--- src/rwiu_map.vh ---
// Address map, field positions, reset values and timebase counts of the
// watchdog and interrupt unit.
// Assumes a 15-bit byte address bus and a 32768 Hz oscillator tick.
`ifndef RWIU_MAP_VH
`define RWIU_MAP_VH

// ----------------------------------------------------------------
// Register addresses
// ----------------------------------------------------------------
`define RWIU_ADDR_FLAGS 15'h7ff0
`define RWIU_ADDR_ALM_SEC 15'h7ff2
`define RWIU_ADDR_ALM_MIN 15'h7ff3
`define RWIU_ADDR_ALM_HOUR 15'h7ff4
`define RWIU_ADDR_ALM_DATE 15'h7ff5
`define RWIU_ADDR_IRQ 15'h7ff6
`define RWIU_ADDR_WDOG 15'h7ff7
`define RWIU_REG_RST 8'h00

// ----------------------------------------------------------------
// Field positions
// ----------------------------------------------------------------
`define RWIU_WD_STEER 7
`define RWIU_WD_MULT_HI 6
`define RWIU_WD_MULT_LO 2
`define RWIU_WD_RES_HI 1
`define RWIU_WD_RES_LO 0
`define RWIU_IRQ_AIE 7
`define RWIU_IRQ_SUPPLY_FAIL_IRQ_ENABLE 6
`define RWIU_IRQ_ABE 5
`define RWIU_IRQ_PIE 4
`define RWIU_IRQ_RATE_HI 3
`define RWIU_IRQ_RATE_LO 0
`define RWIU_FLG_WDF 7
`define RWIU_FLG_AF 6
`define RWIU_FLG_SUPPLY_FAIL_FLAG 5
`define RWIU_FLG_BLF 4
`define RWIU_FLG_PF 3
`define RWIU_ALM_MASK 7

// ----------------------------------------------------------------
// Timebase, in oscillator ticks unless noted
// ----------------------------------------------------------------
`define RWIU_OSC_HZ 32768
`define RWIU_RES_16TH 17'h00800
`define RWIU_RES_QUARTER 17'h02000
`define RWIU_RES_ONE 17'h08000
`define RWIU_RES_FOUR 17'h20000
`define RWIU_RATE_NONE 4'h0
`define RWIU_RATE_10MS 4'h1
`define RWIU_RATE_100MS 4'h2
`define RWIU_P10MS_TICKS 12'h148
`define RWIU_P100MS_TICKS 12'hccd
`define RWIU_STABLE_NS 50

`endif

--- src/rwiu_top.v ---
// Watchdog, interrupt combiner and event flags behind an SRAM-style bus.
// Assumes all pins are synchronous to CLK_I and the clock counters supply
// BCD time with an update pulse.
//
// How it works
// - Low two watchdog bits pick time-out resolution
// - Time-out equals five-bit multiplier times resolution
// - Zero multiplier disables the watchdog entirely
// - Steered time-out pulses reset, clears watchdog register
// - Unsteered time-out holds interrupt until rewrite/power-fail
// - Every time-out sets the watchdog flag
// - Any watchdog write restarts the time-out period
// - Power failure disables watchdog; software re-arms it
// - Event flags drive interrupt only when enabled
// - Flags read clears all flags, releases flag interrupts only
// - Clear needs flags address held 50 ns
// - Rate field selects periodic interval or none
// - Alarm flag set when compared time fields match
// - Alarm bit 7 masks its field from compare
// - Backup mode drives interrupt only for enabled alarm
// - Alarm enable cleared at power-on, flag keeps updating
// - Supply fail sets flag, warns, then resets
// - Power-up clears supply-fail interrupt enable
// - Power-up battery check sets battery-low flag
// - All interrupt enables cleared at power-up
`timescale 1ns/1ps
`include "rwiu_map.vh"

module rwiu_top #(
    parameter [31:0] CLK_HZ = 32'd100000000,
    parameter [31:0] OSC_HZ = `RWIU_OSC_HZ,
    parameter [31:0] RST_PULSE_CYC = 32'd20000000,
    parameter [31:0] WARN_CYC = 32'd10000
) (
    // Clock and reset
    input wire CLK_I,
    input wire RST_N_I,
    // Processor bus
    input wire [14:0] A_I,
    input wire CE_N_I,
    input wire OE_N_I,
    input wire WE_N_I,
    input wire [7:0] DQ_I,
    output reg [7:0] DQ_O,
    output reg DQ_OE_O,
    // Clock counters
    input wire [7:0] TIME_SEC_I,
    input wire [7:0] TIME_MIN_I,
    input wire [7:0] TIME_HOUR_I,
    input wire [7:0] TIME_DATE_I,
    input wire TIME_UPDATE_I,
    // Supply monitor
    input wire SUPPLY_FAIL_I,
    input wire BATTERY_LOW_I,
    // Open-drain outputs and chip deselect
    output reg INT_O,
    output reg INT_OE_O,
    output reg RST_O,
    output reg RST_OE_O,
    output reg DESELECT_O
);

// ----------------------------------------------------------------
// Constants and helpers
// ----------------------------------------------------------------
localparam integer STABLE_RAW = (`RWIU_STABLE_NS * (CLK_HZ / 1000000) + 999) / 1000;
localparam integer STABLE_INT = (STABLE_RAW < 1) ? 1 : STABLE_RAW;
localparam [7:0] STABLE_CYC = STABLE_INT[7:0];

// Ticks in one resolution unit
function [16:0] res_len;
    input [1:0] res;
    begin
        case (res)
            2'h0: res_len = `RWIU_RES_16TH;
            2'h1: res_len = `RWIU_RES_QUARTER;
            2'h2: res_len = `RWIU_RES_ONE;
            default: res_len = `RWIU_RES_FOUR;
        endcase
    end
endfunction

function is_mapped;
    input [14:0] a;
    begin
        is_mapped = (a == `RWIU_ADDR_FLAGS) || ((a >= `RWIU_ADDR_ALM_SEC) && (a <= `RWIU_ADDR_WDOG));
    end
endfunction

// ----------------------------------------------------------------
// State
// ----------------------------------------------------------------
reg [14:0] a_d_r;
reg [7:0] dq_d_r;
reg ce_n_d_r;
reg we_n_d_r;
reg pf_d_r;
reg [7:0] wd_r;
reg [7:0] irq_r;
reg [7:0] alm_sec_r;
reg [7:0] alm_min_r;
reg [7:0] alm_hour_r;
reg [7:0] alm_date_r;
reg [7:0] flags_r;
reg [7:0] flags_nxt;
reg [7:0] stab_r;
reg [16:0] unit_r;
reg [4:0] mult_cnt_r;
reg wd_int_r;
reg [31:0] rst_cnt_r;
reg [31:0] warn_cnt_r;
reg bl_chk_r;
wire tick;
wire periodic;
wire alarm_hit;

wire [4:0] mult = wd_r[`RWIU_WD_MULT_HI:`RWIU_WD_MULT_LO];
wire [16:0] unit_len = res_len(wd_r[`RWIU_WD_RES_HI:`RWIU_WD_RES_LO]);
wire pf_rise = SUPPLY_FAIL_I & ~pf_d_r;
wire pf_fall = ~SUPPLY_FAIL_I & pf_d_r;

// ----------------------------------------------------------------
// Bus access
// ----------------------------------------------------------------
// A write is taken at the rising edge of write enable, with the address
// and data seen in the last cycle of the strobe
wire wr_stb = ~DESELECT_O & WE_N_I & ~we_n_d_r & ~ce_n_d_r;
wire wr_wd = wr_stb & (a_d_r == `RWIU_ADDR_WDOG);
wire rd_act = ~DESELECT_O & ~CE_N_I & ~OE_N_I & WE_N_I;
wire rd_flags = rd_act & (A_I == `RWIU_ADDR_FLAGS);
wire flag_clr = rd_flags & (stab_r == STABLE_CYC - 8'h01);

// Pin samples for edge detection
always @(posedge CLK_I) begin
    if (!RST_N_I) begin
        a_d_r <= 15'h0000;
        dq_d_r <= 8'h00;
        ce_n_d_r <= 1'b1;
        we_n_d_r <= 1'b1;
        pf_d_r <= 1'b0;
    end else begin
        a_d_r <= A_I;
        dq_d_r <= DQ_I;
        ce_n_d_r <= CE_N_I;
        we_n_d_r <= WE_N_I;
        pf_d_r <= SUPPLY_FAIL_I;
    end
end

// Stability counter: a glitching address never clears the flags
always @(posedge CLK_I) begin
    if (!RST_N_I) begin
        stab_r <= 8'h00;
    end else if (!rd_flags) begin
        stab_r <= 8'h00;
    end else if (stab_r != STABLE_CYC) begin
        stab_r <= stab_r + 8'h01;
    end
end

// Read data; frozen once a flags read has started so the value read is
// the one before the clear
always @(posedge CLK_I) begin
    if (!RST_N_I) begin
        DQ_O <= 8'h00;
        DQ_OE_O <= 1'b0;
    end else begin
        DQ_OE_O <= rd_act & is_mapped(A_I);
        if (stab_r == 8'h00) begin
            case (A_I)
                `RWIU_ADDR_FLAGS: DQ_O <= flags_r;
                `RWIU_ADDR_ALM_SEC: DQ_O <= alm_sec_r;
                `RWIU_ADDR_ALM_MIN: DQ_O <= alm_min_r;
                `RWIU_ADDR_ALM_HOUR: DQ_O <= alm_hour_r;
                `RWIU_ADDR_ALM_DATE: DQ_O <= alm_date_r;
                `RWIU_ADDR_IRQ: DQ_O <= irq_r;
                `RWIU_ADDR_WDOG: DQ_O <= wd_r;
                default: DQ_O <= 8'h00;
            endcase
        end
    end
end

// ----------------------------------------------------------------
// Writable registers
// ----------------------------------------------------------------
// Interrupts and alarm registers; enables drop on every power-up
always @(posedge CLK_I) begin
    if (!RST_N_I) begin
        irq_r <= `RWIU_REG_RST;
        alm_sec_r <= `RWIU_REG_RST;
        alm_min_r <= `RWIU_REG_RST;
        alm_hour_r <= `RWIU_REG_RST;
        alm_date_r <= `RWIU_REG_RST;
    end else if (pf_fall) begin
        irq_r[`RWIU_IRQ_AIE] <= 1'b0;
        irq_r[`RWIU_IRQ_SUPPLY_FAIL_IRQ_ENABLE] <= 1'b0;
        irq_r[`RWIU_IRQ_ABE] <= 1'b0;
        irq_r[`RWIU_IRQ_PIE] <= 1'b0;
    end else if (wr_stb) begin
        case (a_d_r)
            `RWIU_ADDR_IRQ: irq_r <= dq_d_r;
            `RWIU_ADDR_ALM_SEC: alm_sec_r <= dq_d_r;
            `RWIU_ADDR_ALM_MIN: alm_min_r <= dq_d_r;
            `RWIU_ADDR_ALM_HOUR: alm_hour_r <= dq_d_r;
            `RWIU_ADDR_ALM_DATE: alm_date_r <= dq_d_r;
            default: irq_r <= irq_r;
        endcase
    end
end

// ----------------------------------------------------------------
// Watchdog
// ----------------------------------------------------------------
wire unit_end = tick & (unit_r == unit_len - 17'h00001);
wire wd_to = ~wr_wd & (mult != 5'h00) & unit_end & (mult_cnt_r + 5'h01 == mult);

// Period counters restart on every watchdog write
always @(posedge CLK_I) begin
    if (!RST_N_I) begin
        unit_r <= 17'h00000;
        mult_cnt_r <= 5'h00;
    end else if (wr_wd || mult == 5'h00 || wd_to) begin
        unit_r <= 17'h00000;
        mult_cnt_r <= 5'h00;
    end else if (tick) begin
        unit_r <= unit_end ? 17'h00000 : unit_r + 17'h00001;
        mult_cnt_r <= unit_end ? mult_cnt_r + 5'h01 : mult_cnt_r;
    end
end

// Watchdog register and the steered outcome of a time-out
always @(posedge CLK_I) begin
    if (!RST_N_I) begin
        wd_r <= `RWIU_REG_RST;
        wd_int_r <= 1'b0;
    end else if (pf_rise) begin
        wd_r <= `RWIU_REG_RST;
        wd_int_r <= 1'b0;
    end else if (wr_wd) begin
        wd_r <= dq_d_r;
        wd_int_r <= 1'b0;
    end else if (wd_to && wd_r[`RWIU_WD_STEER]) begin
        wd_r <= `RWIU_REG_RST;
    end else if (wd_to) begin
        wd_int_r <= 1'b1;
    end
end

// ----------------------------------------------------------------
// Reset pulse, power-fail warning and deselect
// ----------------------------------------------------------------
// The warning counter runs down from each supply-fail rise, even if the supply recovers
always @(posedge CLK_I) begin
    if (!RST_N_I) begin
        rst_cnt_r <= 32'h00000000;
        warn_cnt_r <= 32'h00000000;
        DESELECT_O <= 1'b0;
    end else begin
        if (pf_rise)
            warn_cnt_r <= WARN_CYC;
        else if (warn_cnt_r != 32'h00000000)
            warn_cnt_r <= warn_cnt_r - 32'h00000001;
        DESELECT_O <= SUPPLY_FAIL_I & ~pf_rise & (warn_cnt_r == 32'h00000000);
        if ((wd_to && wd_r[`RWIU_WD_STEER]) || pf_fall)
            rst_cnt_r <= RST_PULSE_CYC;
        else if (rst_cnt_r != 32'h00000000)
            rst_cnt_r <= rst_cnt_r - 32'h00000001;
    end
end

// ----------------------------------------------------------------
// Flags
// ----------------------------------------------------------------
// A hardware set in the clearing cycle survives the clear
always @* begin
    flags_nxt = flag_clr ? 8'h00 : flags_r;
    if (wd_to)
        flags_nxt[`RWIU_FLG_WDF] = 1'b1;
    if (alarm_hit)
        flags_nxt[`RWIU_FLG_AF] = 1'b1;
    if (pf_rise)
        flags_nxt[`RWIU_FLG_SUPPLY_FAIL_FLAG] = 1'b1;
    if (periodic)
        flags_nxt[`RWIU_FLG_PF] = 1'b1;
    if (bl_chk_r && BATTERY_LOW_I)
        flags_nxt[`RWIU_FLG_BLF] = 1'b1;
end

// Battery check armed after reset release and after each power-up
always @(posedge CLK_I) begin
    if (!RST_N_I) begin
        flags_r <= 8'h00;
        bl_chk_r <= 1'b1;
    end else begin
        flags_r <= flags_nxt;
        bl_chk_r <= pf_fall;
    end
end

// ----------------------------------------------------------------
// Interrupt and reset pins
// ----------------------------------------------------------------
// During backup only an enabled alarm may pull the line
wire irq_live = wd_int_r | (flags_r[`RWIU_FLG_PF] & irq_r[`RWIU_IRQ_PIE]) |
                (flags_r[`RWIU_FLG_AF] & irq_r[`RWIU_IRQ_AIE]) |
                (flags_r[`RWIU_FLG_SUPPLY_FAIL_FLAG] & irq_r[`RWIU_IRQ_SUPPLY_FAIL_IRQ_ENABLE]);
wire irq_bak = irq_r[`RWIU_IRQ_ABE] & irq_r[`RWIU_IRQ_AIE] & flags_r[`RWIU_FLG_AF];

always @(posedge CLK_I) begin
    if (!RST_N_I) begin
        INT_O <= 1'b0;
        INT_OE_O <= 1'b0;
        RST_O <= 1'b0;
        RST_OE_O <= 1'b0;
    end else begin
        INT_O <= 1'b0;
        INT_OE_O <= DESELECT_O ? irq_bak : irq_live;
        RST_O <= 1'b0;
        RST_OE_O <= (rst_cnt_r != 32'h00000000) | DESELECT_O;
    end
end

// ----------------------------------------------------------------
// Timebase and alarm
// ----------------------------------------------------------------
rwiu_timebase #(
    .CLK_HZ(CLK_HZ),
    .OSC_HZ(OSC_HZ)
) u_timebase (
    .clk_i(CLK_I),
    .rst_n_i(RST_N_I),
    .rate_i(irq_r[`RWIU_IRQ_RATE_HI:`RWIU_IRQ_RATE_LO]),
    .tick_o(tick),
    .periodic_o(periodic)
);

rwiu_alarm_match u_alarm (
    .clk_i(CLK_I),
    .rst_n_i(RST_N_I),
    .alm_sec_i(alm_sec_r),
    .alm_min_i(alm_min_r),
    .alm_hour_i(alm_hour_r),
    .alm_date_i(alm_date_r),
    .sec_i(TIME_SEC_I),
    .min_i(TIME_MIN_I),
    .hour_i(TIME_HOUR_I),
    .date_i(TIME_DATE_I),
    .update_i(TIME_UPDATE_I),
    .match_o(alarm_hit)
);

endmodule

--- src/rwiu_timebase.v ---
// Oscillator tick generator, prescaler chain and periodic event source.
// Assumes CLK_HZ is above OSC_HZ; the tick is a one-cycle pulse.
`timescale 1ns/1ps
`include "rwiu_map.vh"

module rwiu_timebase #(
    parameter [31:0] CLK_HZ = 32'd100000000,
    parameter [31:0] OSC_HZ = `RWIU_OSC_HZ
) (
    // Clock and reset
    input wire clk_i,
    input wire rst_n_i,
    // Periodic rate select
    input wire [3:0] rate_i,
    // Events
    output reg tick_o,
    output reg periodic_o
);

// ----------------------------------------------------------------
// Fractional divider
// ----------------------------------------------------------------
reg [31:0] acc_r;
reg [13:0] pre_r;
reg [11:0] dec_r;
wire [31:0] acc_sum = acc_r + OSC_HZ;
wire wrap = (acc_sum >= CLK_HZ);

// Binary prefix mask of a power-of-two rate code
function [13:0] rate_mask;
    input [3:0] code;
    begin
        rate_mask = (14'h0001 << (code - 4'h1)) - 14'h0001;
    end
endfunction

wire [13:0] mask = rate_mask(rate_i);
wire [11:0] dec_len = (rate_i == `RWIU_RATE_10MS) ? `RWIU_P10MS_TICKS : `RWIU_P100MS_TICKS;
wire dec_mode = (rate_i == `RWIU_RATE_10MS) || (rate_i == `RWIU_RATE_100MS);

// Exact average rate; jitter of one clock per tick is harmless here
always @(posedge clk_i) begin
    if (!rst_n_i) begin
        acc_r <= 32'h00000000;
        tick_o <= 1'b0;
    end else begin
        acc_r <= wrap ? acc_sum - CLK_HZ : acc_sum;
        tick_o <= wrap;
    end
end

// Prescaler taps and the two decimal rates
always @(posedge clk_i) begin
    if (!rst_n_i) begin
        pre_r <= 14'h0000;
        dec_r <= 12'h000;
        periodic_o <= 1'b0;
    end else begin
        periodic_o <= 1'b0;
        if (tick_o) begin
            pre_r <= pre_r + 14'h0001;
            dec_r <= (dec_r == dec_len - 12'h001) ? 12'h000 : dec_r + 12'h001;
            if (dec_mode) begin
                periodic_o <= (dec_r == dec_len - 12'h001);
            end else if (rate_i != `RWIU_RATE_NONE) begin
                periodic_o <= ((pre_r & mask) == mask);
            end
        end
    end
end

endmodule

--- src/rwiu_alarm_match.v ---
// Alarm comparator: four masked BCD fields against the running clock.
// Assumes update_i pulses once per clock update with time fields settled.
`timescale 1ns/1ps
`include "rwiu_map.vh"

module rwiu_alarm_match (
    // Clock and reset
    input wire clk_i,
    input wire rst_n_i,
    // Alarm settings and current time
    input wire [7:0] alm_sec_i,
    input wire [7:0] alm_min_i,
    input wire [7:0] alm_hour_i,
    input wire [7:0] alm_date_i,
    input wire [7:0] sec_i,
    input wire [7:0] min_i,
    input wire [7:0] hour_i,
    input wire [7:0] date_i,
    input wire update_i,
    // Match event
    output reg match_o
);

// ----------------------------------------------------------------
// Field compare
// ----------------------------------------------------------------
// Hours and date keep an unused bit 6, so only six bits are compared there
function fld_ok;
    input [7:0] alm;
    input [7:0] now;
    input wide;
    begin
        if (alm[`RWIU_ALM_MASK])
            fld_ok = 1'b1;
        else if (wide)
            fld_ok = (alm[6:0] == now[6:0]);
        else
            fld_ok = (alm[5:0] == now[5:0]);
    end
endfunction

wire all_ok = fld_ok(alm_sec_i, sec_i, 1'b1) & fld_ok(alm_min_i, min_i, 1'b1) &
              fld_ok(alm_hour_i, hour_i, 1'b0) & fld_ok(alm_date_i, date_i, 1'b0);

// Checked once per update cycle only
always @(posedge clk_i) begin
    if (!rst_n_i) begin
        match_o <= 1'b0;
    end else begin
        match_o <= update_i & all_ok;
    end
end

endmodule

--- config.mk ---
export PLATFORM = sky130hd
export DESIGN_NAME = rwiu_top
export DESIGN_NICKNAME = d
export VERILOG_FILES = /design/src/rwiu_top.v /design/src/rwiu_timebase.v /design/src/rwiu_alarm_match.v
export VERILOG_INCLUDE_DIRS = /design/src
export SDC_FILE = /design/constraint.sdc
export NUM_CORES = 1
export LEC_CHECK = 0
export BUFFER_PORTS_ARGS = -buffer_cell sky130_fd_sc_hd__clkbuf_2
export CAP_MARGIN = 20
export CORE_MARGIN = 2
export CORE_UTILIZATION = 45
export DETAILED_ROUTE_END_ITERATION = 12
export HOLD_SLACK_MARGIN = 0.05
export PLACE_DENSITY_LB_ADDON = 0.3
export SYNTH_ARGS = -nofsm -noshare
export SYNTH_HDL_FRONTEND = slang
export SYNTH_SLANG_ARGS = --single-unit
--- constraint.sdc ---
create_clock -name CLK_I -period 4.7 [get_ports CLK_I]
set_input_delay 0.235 -clock CLK_I [delete_from_list [all_inputs] [get_ports CLK_I]]
set_output_delay 0.235 -clock CLK_I [all_outputs]
set_load 0.005 [all_outputs]
# Yosys cells after proc, flatten, opt, wreduce, memory -nomap -nowiden
# Cells that the tools add are included.
[totals]
word_cells = 189
reg_bits = 248
[op_classes]
n_addsub = 13
n_shift = 1
bitwise_logic = 44
n_reduce_logical = 39
muxes = 25
eq_ne = 27
n_lt_le_gt_ge = 3
[ops]
columns = ["op", "count"]
rows = [
  ["15-bit == test (second input constant)", 13],
  ["32-bit nonzero test", 2],
  ["32-bit by 1-bit subtractor with 32-bit output (second input constant)", 2],
  ["8-bit one-hot mux with 7 select lines", 1],
  ["25-bit 2-to-1 mux", 2],
  ["16-bit one-hot mux with 3 select lines", 1],
  ["32-bit by 16-bit adder with 32-bit output (second input constant)", 1],
  ["32-bit by 27-bit greater-or-equal comparator with 1-bit output (second input constant)", 1],
  ["32-bit logical NOT", 1],
  ["32-bit 2-to-1 mux", 1],
  ["32-bit by 27-bit subtractor with 32-bit output (second input constant)", 1],
  ["14-bit 2-to-1 mux", 2],
  ["1-bit bitwise AND", 27],
  ["12-bit 2-to-1 mux", 2],
  ["8-bit 2-to-1 mux", 3],
  ["17-bit by 1-bit adder with 17-bit output (second input constant)", 1],
  ["17-bit == test", 1],
  ["17-bit 2-to-1 mux", 1],
  ["17-bit by 1-bit subtractor with 17-bit output (second input constant)", 1],
  ["2-bit nonzero test", 8],
  ["15-bit greater-or-equal comparator (second input constant)", 1],
  ["15-bit <= comparator (second input constant)", 1],
  ["3-bit AND reduction", 5],
  ["14-bit by 1-bit adder with 14-bit output (second input constant)", 1],
  ["other kinds (32)", 72],
]

# Logic depth before layout (Yosys ltp)
[logic_depth]
ltp_word = 12
mapped_depth = 11
mapped_depth_nobuf = 9

# Hierarchy
# Synthesis repeated with hierarchy kept, for this count alone.
[hier_totals]
cells_unflattened = 1411
hier_area_um2 = 12300.5
[by_module_without_submodules]
columns = ["module", "n_inst", "cells_per_inst", "area_per_inst_um2", "seq_area_each_um2"]
rows = [
  ["rwiu_top", 1, 927, 8514.4, 3743.6],
  ["rwiu_timebase", 1, 446, 3465.8, 1041.0],
  ["rwiu_alarm_match", 1, 38, 320.3, 20.0],
]

# Worst setup path after synthesis
# No wires, ideal clock.
[synth_path]
kind = "reg2reg"
from = "register u_timebase.acc_r[16]"
to = "register u_timebase.acc_r[28]"
t_arrival_ps = 2578
path_stages_with_launch = 11
path_slack_ps = 2051
t_required_ps = 4628
path_cell_list = "dfxtp_1 ha_1 buf_2 nand4_1 o31a_1 o22ai_1 nand4_1 or3_1 clkbuf_1 o2111ai_1 mux2i_1"
[synth_between]
elab_chain_cells = 3
word_cells_on_any_way = 4
classes_between = "add/sub (2); order compare (1); mux (1)"
[synth_rtl]
columns = ["element", "line_no", "text"]
rows = [
  ["from (decl)", "rwiu_timebase.v:23", "reg [31:0] acc_r;"],
  ["from (signal assigned)", "rwiu_timebase.v:47", "acc_r <= wrap ? acc_sum - CLK_HZ : acc_sum;"],
  ["32-bit by 16-bit adder with 32-bit output (*)", "rwiu_timebase.v:26", "wire [31:0] acc_sum = acc_r + OSC_HZ;"],
  ["32-bit by 27-bit subtractor with 32-bit output / 32-bit by 27-bit greater-or-equal comparator with 1-bit output (equally long branches)", "rwiu_timebase.v:47, rwiu_timebase.v:27", ""],
  ["32-bit 2-to-1 mux (*)", "rwiu_timebase.v:47", ""],
]
# Every way passes the cells marked *; elsewhere a longest branch is shown, timed or not.
# A chain may end at the register's enable or synchronous reset.

# Final worst setup path
[layout_path]
from = "register u_timebase.acc_r[15]"
to = "register u_timebase.acc_r[27]"
# The elaborated chain is that of the path after synthesis.

==> impl_metrics.env <==
export IMPL_status="finished clean"
export IMPL_start_util=0.4553
export IMPL_first_global_vias=9386
export IMPL_first_pass_iters=6
export IMPL_num_rows=59
export IMPL_p_leak_nw=5.154
export IMPL_vias_per_cell=5.470
export IMPL_hp_start="TIME_HOUR_I[1]"
export IMPL_synth_area_um2=11800
export IMPL_cts_setup_buffers=0
export IMPL_yosysWarningCount=0
export IMPL_synth_seq_cells=240
export IMPL_yosysSeqAreaShare=0.4073
export IMPL_syn_area_per_cell_um2=8.649
export IMPL_routed_wl_met3_um=1093
export IMPL_drcViolationCount=0
export IMPL_hold_buffers=26
export IMPL_synthArstFlopShare=0
export IMPL_grt_first_pass_wirelength_um=46530
export IMPL_clockRootBuffer="clkbuf_16"
export IMPL_drtAntennaViolNets=0
export IMPL_crit_required_ns=5.12
export IMPL_dp_hpwl_um=19540
export IMPL_synth_top_area_share=0.4073
export IMPL_cts_sinks=240
export IMPL_syn_to_final_growth_pct=14.07
export IMPL_drt_wl_total_um=27890
export IMPL_period_share=0.7239
export IMPL_ys_types=80
export IMPL_clockBufferDepth=3
export IMPL_synthTopCellsByArea="dfxtp_1 41%, nor2_1 6.4%, xor2_1 6.2%, mux2i_1 5.3%, xnor2_1 4.8%"
export IMPL_clkLatencyLatePin_ns=0.53
export IMPL_fin_crit_ns=3.402
export IMPL_post_route_util=0.5194
export IMPL_die_area_um2=27530
export IMPL_drv_slew=0
export IMPL_syn_inst=1364
export IMPL_end_kind="flip-flop"
export IMPL_num_vias=9786
export IMPL_reg2reg_from="u_timebase.acc_r[15]"
export IMPL_io_pins=77
export IMPL_yosys_area_top_type="dfxtp_1"
export IMPL_num_nets_final=1516
export IMPL_cts_clk_slew_worst_paths_ns=0.06
export IMPL_port_buffers=68
export IMPL_drv_cap=0
export IMPL_core_um2=25910
export IMPL_final_area_um2=13460
export IMPL_place_area_um2=12360
export IMPL_timing_hold_violations_final=0
export IMPL_synth_common_cells="240 x dfxtp_1, 201 x nor2_1, 110 x nand2_1, 84 x xor2_1, 66 x a21oi_1"
export IMPL_highest_layer="met5"
export IMPL_wl_met1_um=13030
export IMPL_wl_per_cell_um=15.59
export IMPL_min_path_cells=4
export IMPL_dr_wl_met2_um=13210
export IMPL_die_y_um=165.9
export IMPL_cts_htree_levels=1
export IMPL_drive_gt1_frac=0.1067
export IMPL_grt_start_max_net_pins=53
export IMPL_finalClockSkew_ns=0.01327
export IMPL_startpoint_type="flip-flop"
export IMPL_numCtsBuffers=26
export IMPL_worstPathArrival_ns=3.83
export IMPL_cts_resized=0
export IMPL_r2r_end="u_timebase.acc_r[27]"
export IMPL_grt_total_usage=0.1991
export IMPL_fmax_mhz=293.9
export IMPL_r2r_cells=8
export IMPL_gp_congestion=0.8412
export IMPL_overflow=0
export IMPL_critical_path_class="flip-flop to flip-flop"
export IMPL_max_slew_worst_pin_slew_ns=1.029
export IMPL_crit_start="u_timebase.acc_r[15]"
export IMPL_power_density_nw_per_um2=457.6
export IMPL_worstPathMaxFanout=18
export IMPL_antenna_found_initial=3
export IMPL_drt_iter0_drc=671
export IMPL_hold_end="u_alarm.match_o"
export IMPL_synth_edff_count=0
export IMPL_synth_flop_cell="dfxtp_1"
export IMPL_rsz0062_at_grt="no"
export IMPL_hold_worst_slack_ns=0.1230
export IMPL_setup_tns_ns=0
export IMPL_ff2ff_setup_slack_ns=1.30
export IMPL_synth_most_common_cell="dfxtp_1"
export IMPL_peakVddDrop_v=0.0002842
export IMPL_setup_viol=0
export IMPL_relSlewSlack=0.3106
export IMPL_die_x_um=165.9
export IMPL_worstHoldPathType="primary input to flip-flop"
export IMPL_cts_tree="yes"
==> layer usage <==
layer,up-vias,GRT usage
met5,-,0
met1,4640,0.2624
met2,171,0.3464
met4,2,0.04310
li1,4935,-
met3,38,0.03003
==> logic make-up (layout without fill, tap and decap cells) <==
logic type	after synthesis	in the layout	share of synthesized area
fa+ha+maj	17	17	0.01803
buf+inv	80	167	0.02757
flops	240	240	0.4073
other cells	1	4	0.0003179
compound gates	183	183	0.09927
xor+xnor	149	149	0.1106
simple gates	625	625	0.2730
mux	69	69	0.06395
==> where the power goes <==
| group | total, W | internal (W) | switching [W] |
|---|---|---|---|
| Sequential | 0.00253 | 0.00228 | 0.000256 |
| Clock | 0.00196 | 0.00115 | 0.000815 |
| Combinational | 0.00166 | 0.000740 | 0.000923 |
==> sequential cells by signal, summed over array words and instances (netlist names), 5 cells and up <==
name,flops
rst_cnt_r,32
warn_cnt_r,32
u_timebase.acc_r,24
unit_r,17
a_d_r,15
u_timebase.pre_r,14
u_timebase.dec_r,12
DQ_O,8
alm_date_r,8
alm_hour_r,8
alm_min_r,8
alm_sec_r,8
dq_d_r,8
irq_r,8
stab_r,8
wd_r,8
flags_r,5
mult_cnt_r,5
==> per-stage QoR <==
stage / power, W / setup WS, ns / cells
after floorplan: 0.003891 / 2.051 / 1365
after global placement: 0.004178 / 1.382 / 1716
after detailed placement: 0.004210 / 1.375 / 1716
after CTS: 0.006200 / 1.320 / 1786
after global routing: 0.006548 / 1.017 / 1788
final: 0.006159 / 1.298 / 1789
==> worst max-delay path, stage by stage (launching register included) <==
cell     delay (ns)
dfxtp_1        0.54
ha_1           0.45
nand4_1        0.22
o31a_1         0.35
o22ai_1        0.25
nand4_1        0.26
nor3_4         0.74
a21oi_1        0.28
and2_1         0.22
==> final cells by class <==
type / count / area, um2
Antenna cell: 2 / 5.005
Clock buffer: 38 / 787.0
Clock inverter: 6 / 30.03
Fill cell: 2419 / 12450
Inverter: 23 / 86.33
Multi-Input combinational cell: 1045 / 6676
Sequential cell: 240 / 4805
Tap cell: 335 / 419.2
Timing Repair Buffer: 100 / 649.4
==> how the worst max path moves through the flow <==
stage	cells after the start	end	slack, ns
CTS	8	u_timebase.acc_r[27]	1.32
floorplan	10	u_timebase.acc_r[28]	2.05
finish	8	u_timebase.acc_r[27]	1.30
global placement	7	warn_cnt_r[6]	1.38
global route	8	u_timebase.acc_r[27]	1.02
detailed placement	8	u_timebase.acc_r[27]	1.38
==> layout by cell type (no fill, tap or decap), types with 9 or more instances in the layout <==
| master | n |
|---|---|
| or4_1 | 9 |
| nor2_1 | 201 |
| a21oi_1 | 66 |
| xor2_1 | 84 |
| clkbuf_2 | 68 |
| nand4b_1 | 10 |
| dfxtp_1 | 240 |
| nand3_1 | 45 |
| nand2b_1 | 26 |
| and3_1 | 16 |
| dlygate4sd3_1 | 26 |
| nand4_1 | 33 |
| nor4_1 | 24 |
| o21ai_0 | 31 |
| or2_2 | 13 |
| or3_1 | 19 |
| xnor2_1 | 65 |
| mux2i_1 | 63 |
| clkbuf_16 | 27 |
| nand2_1 | 110 |
| and2_1 | 29 |
| inv_1 | 22 |
| nor3_1 | 39 |
| ha_1 | 17 |
| a31oi_1 | 13 |
Power figures use the tool's default switching activity.
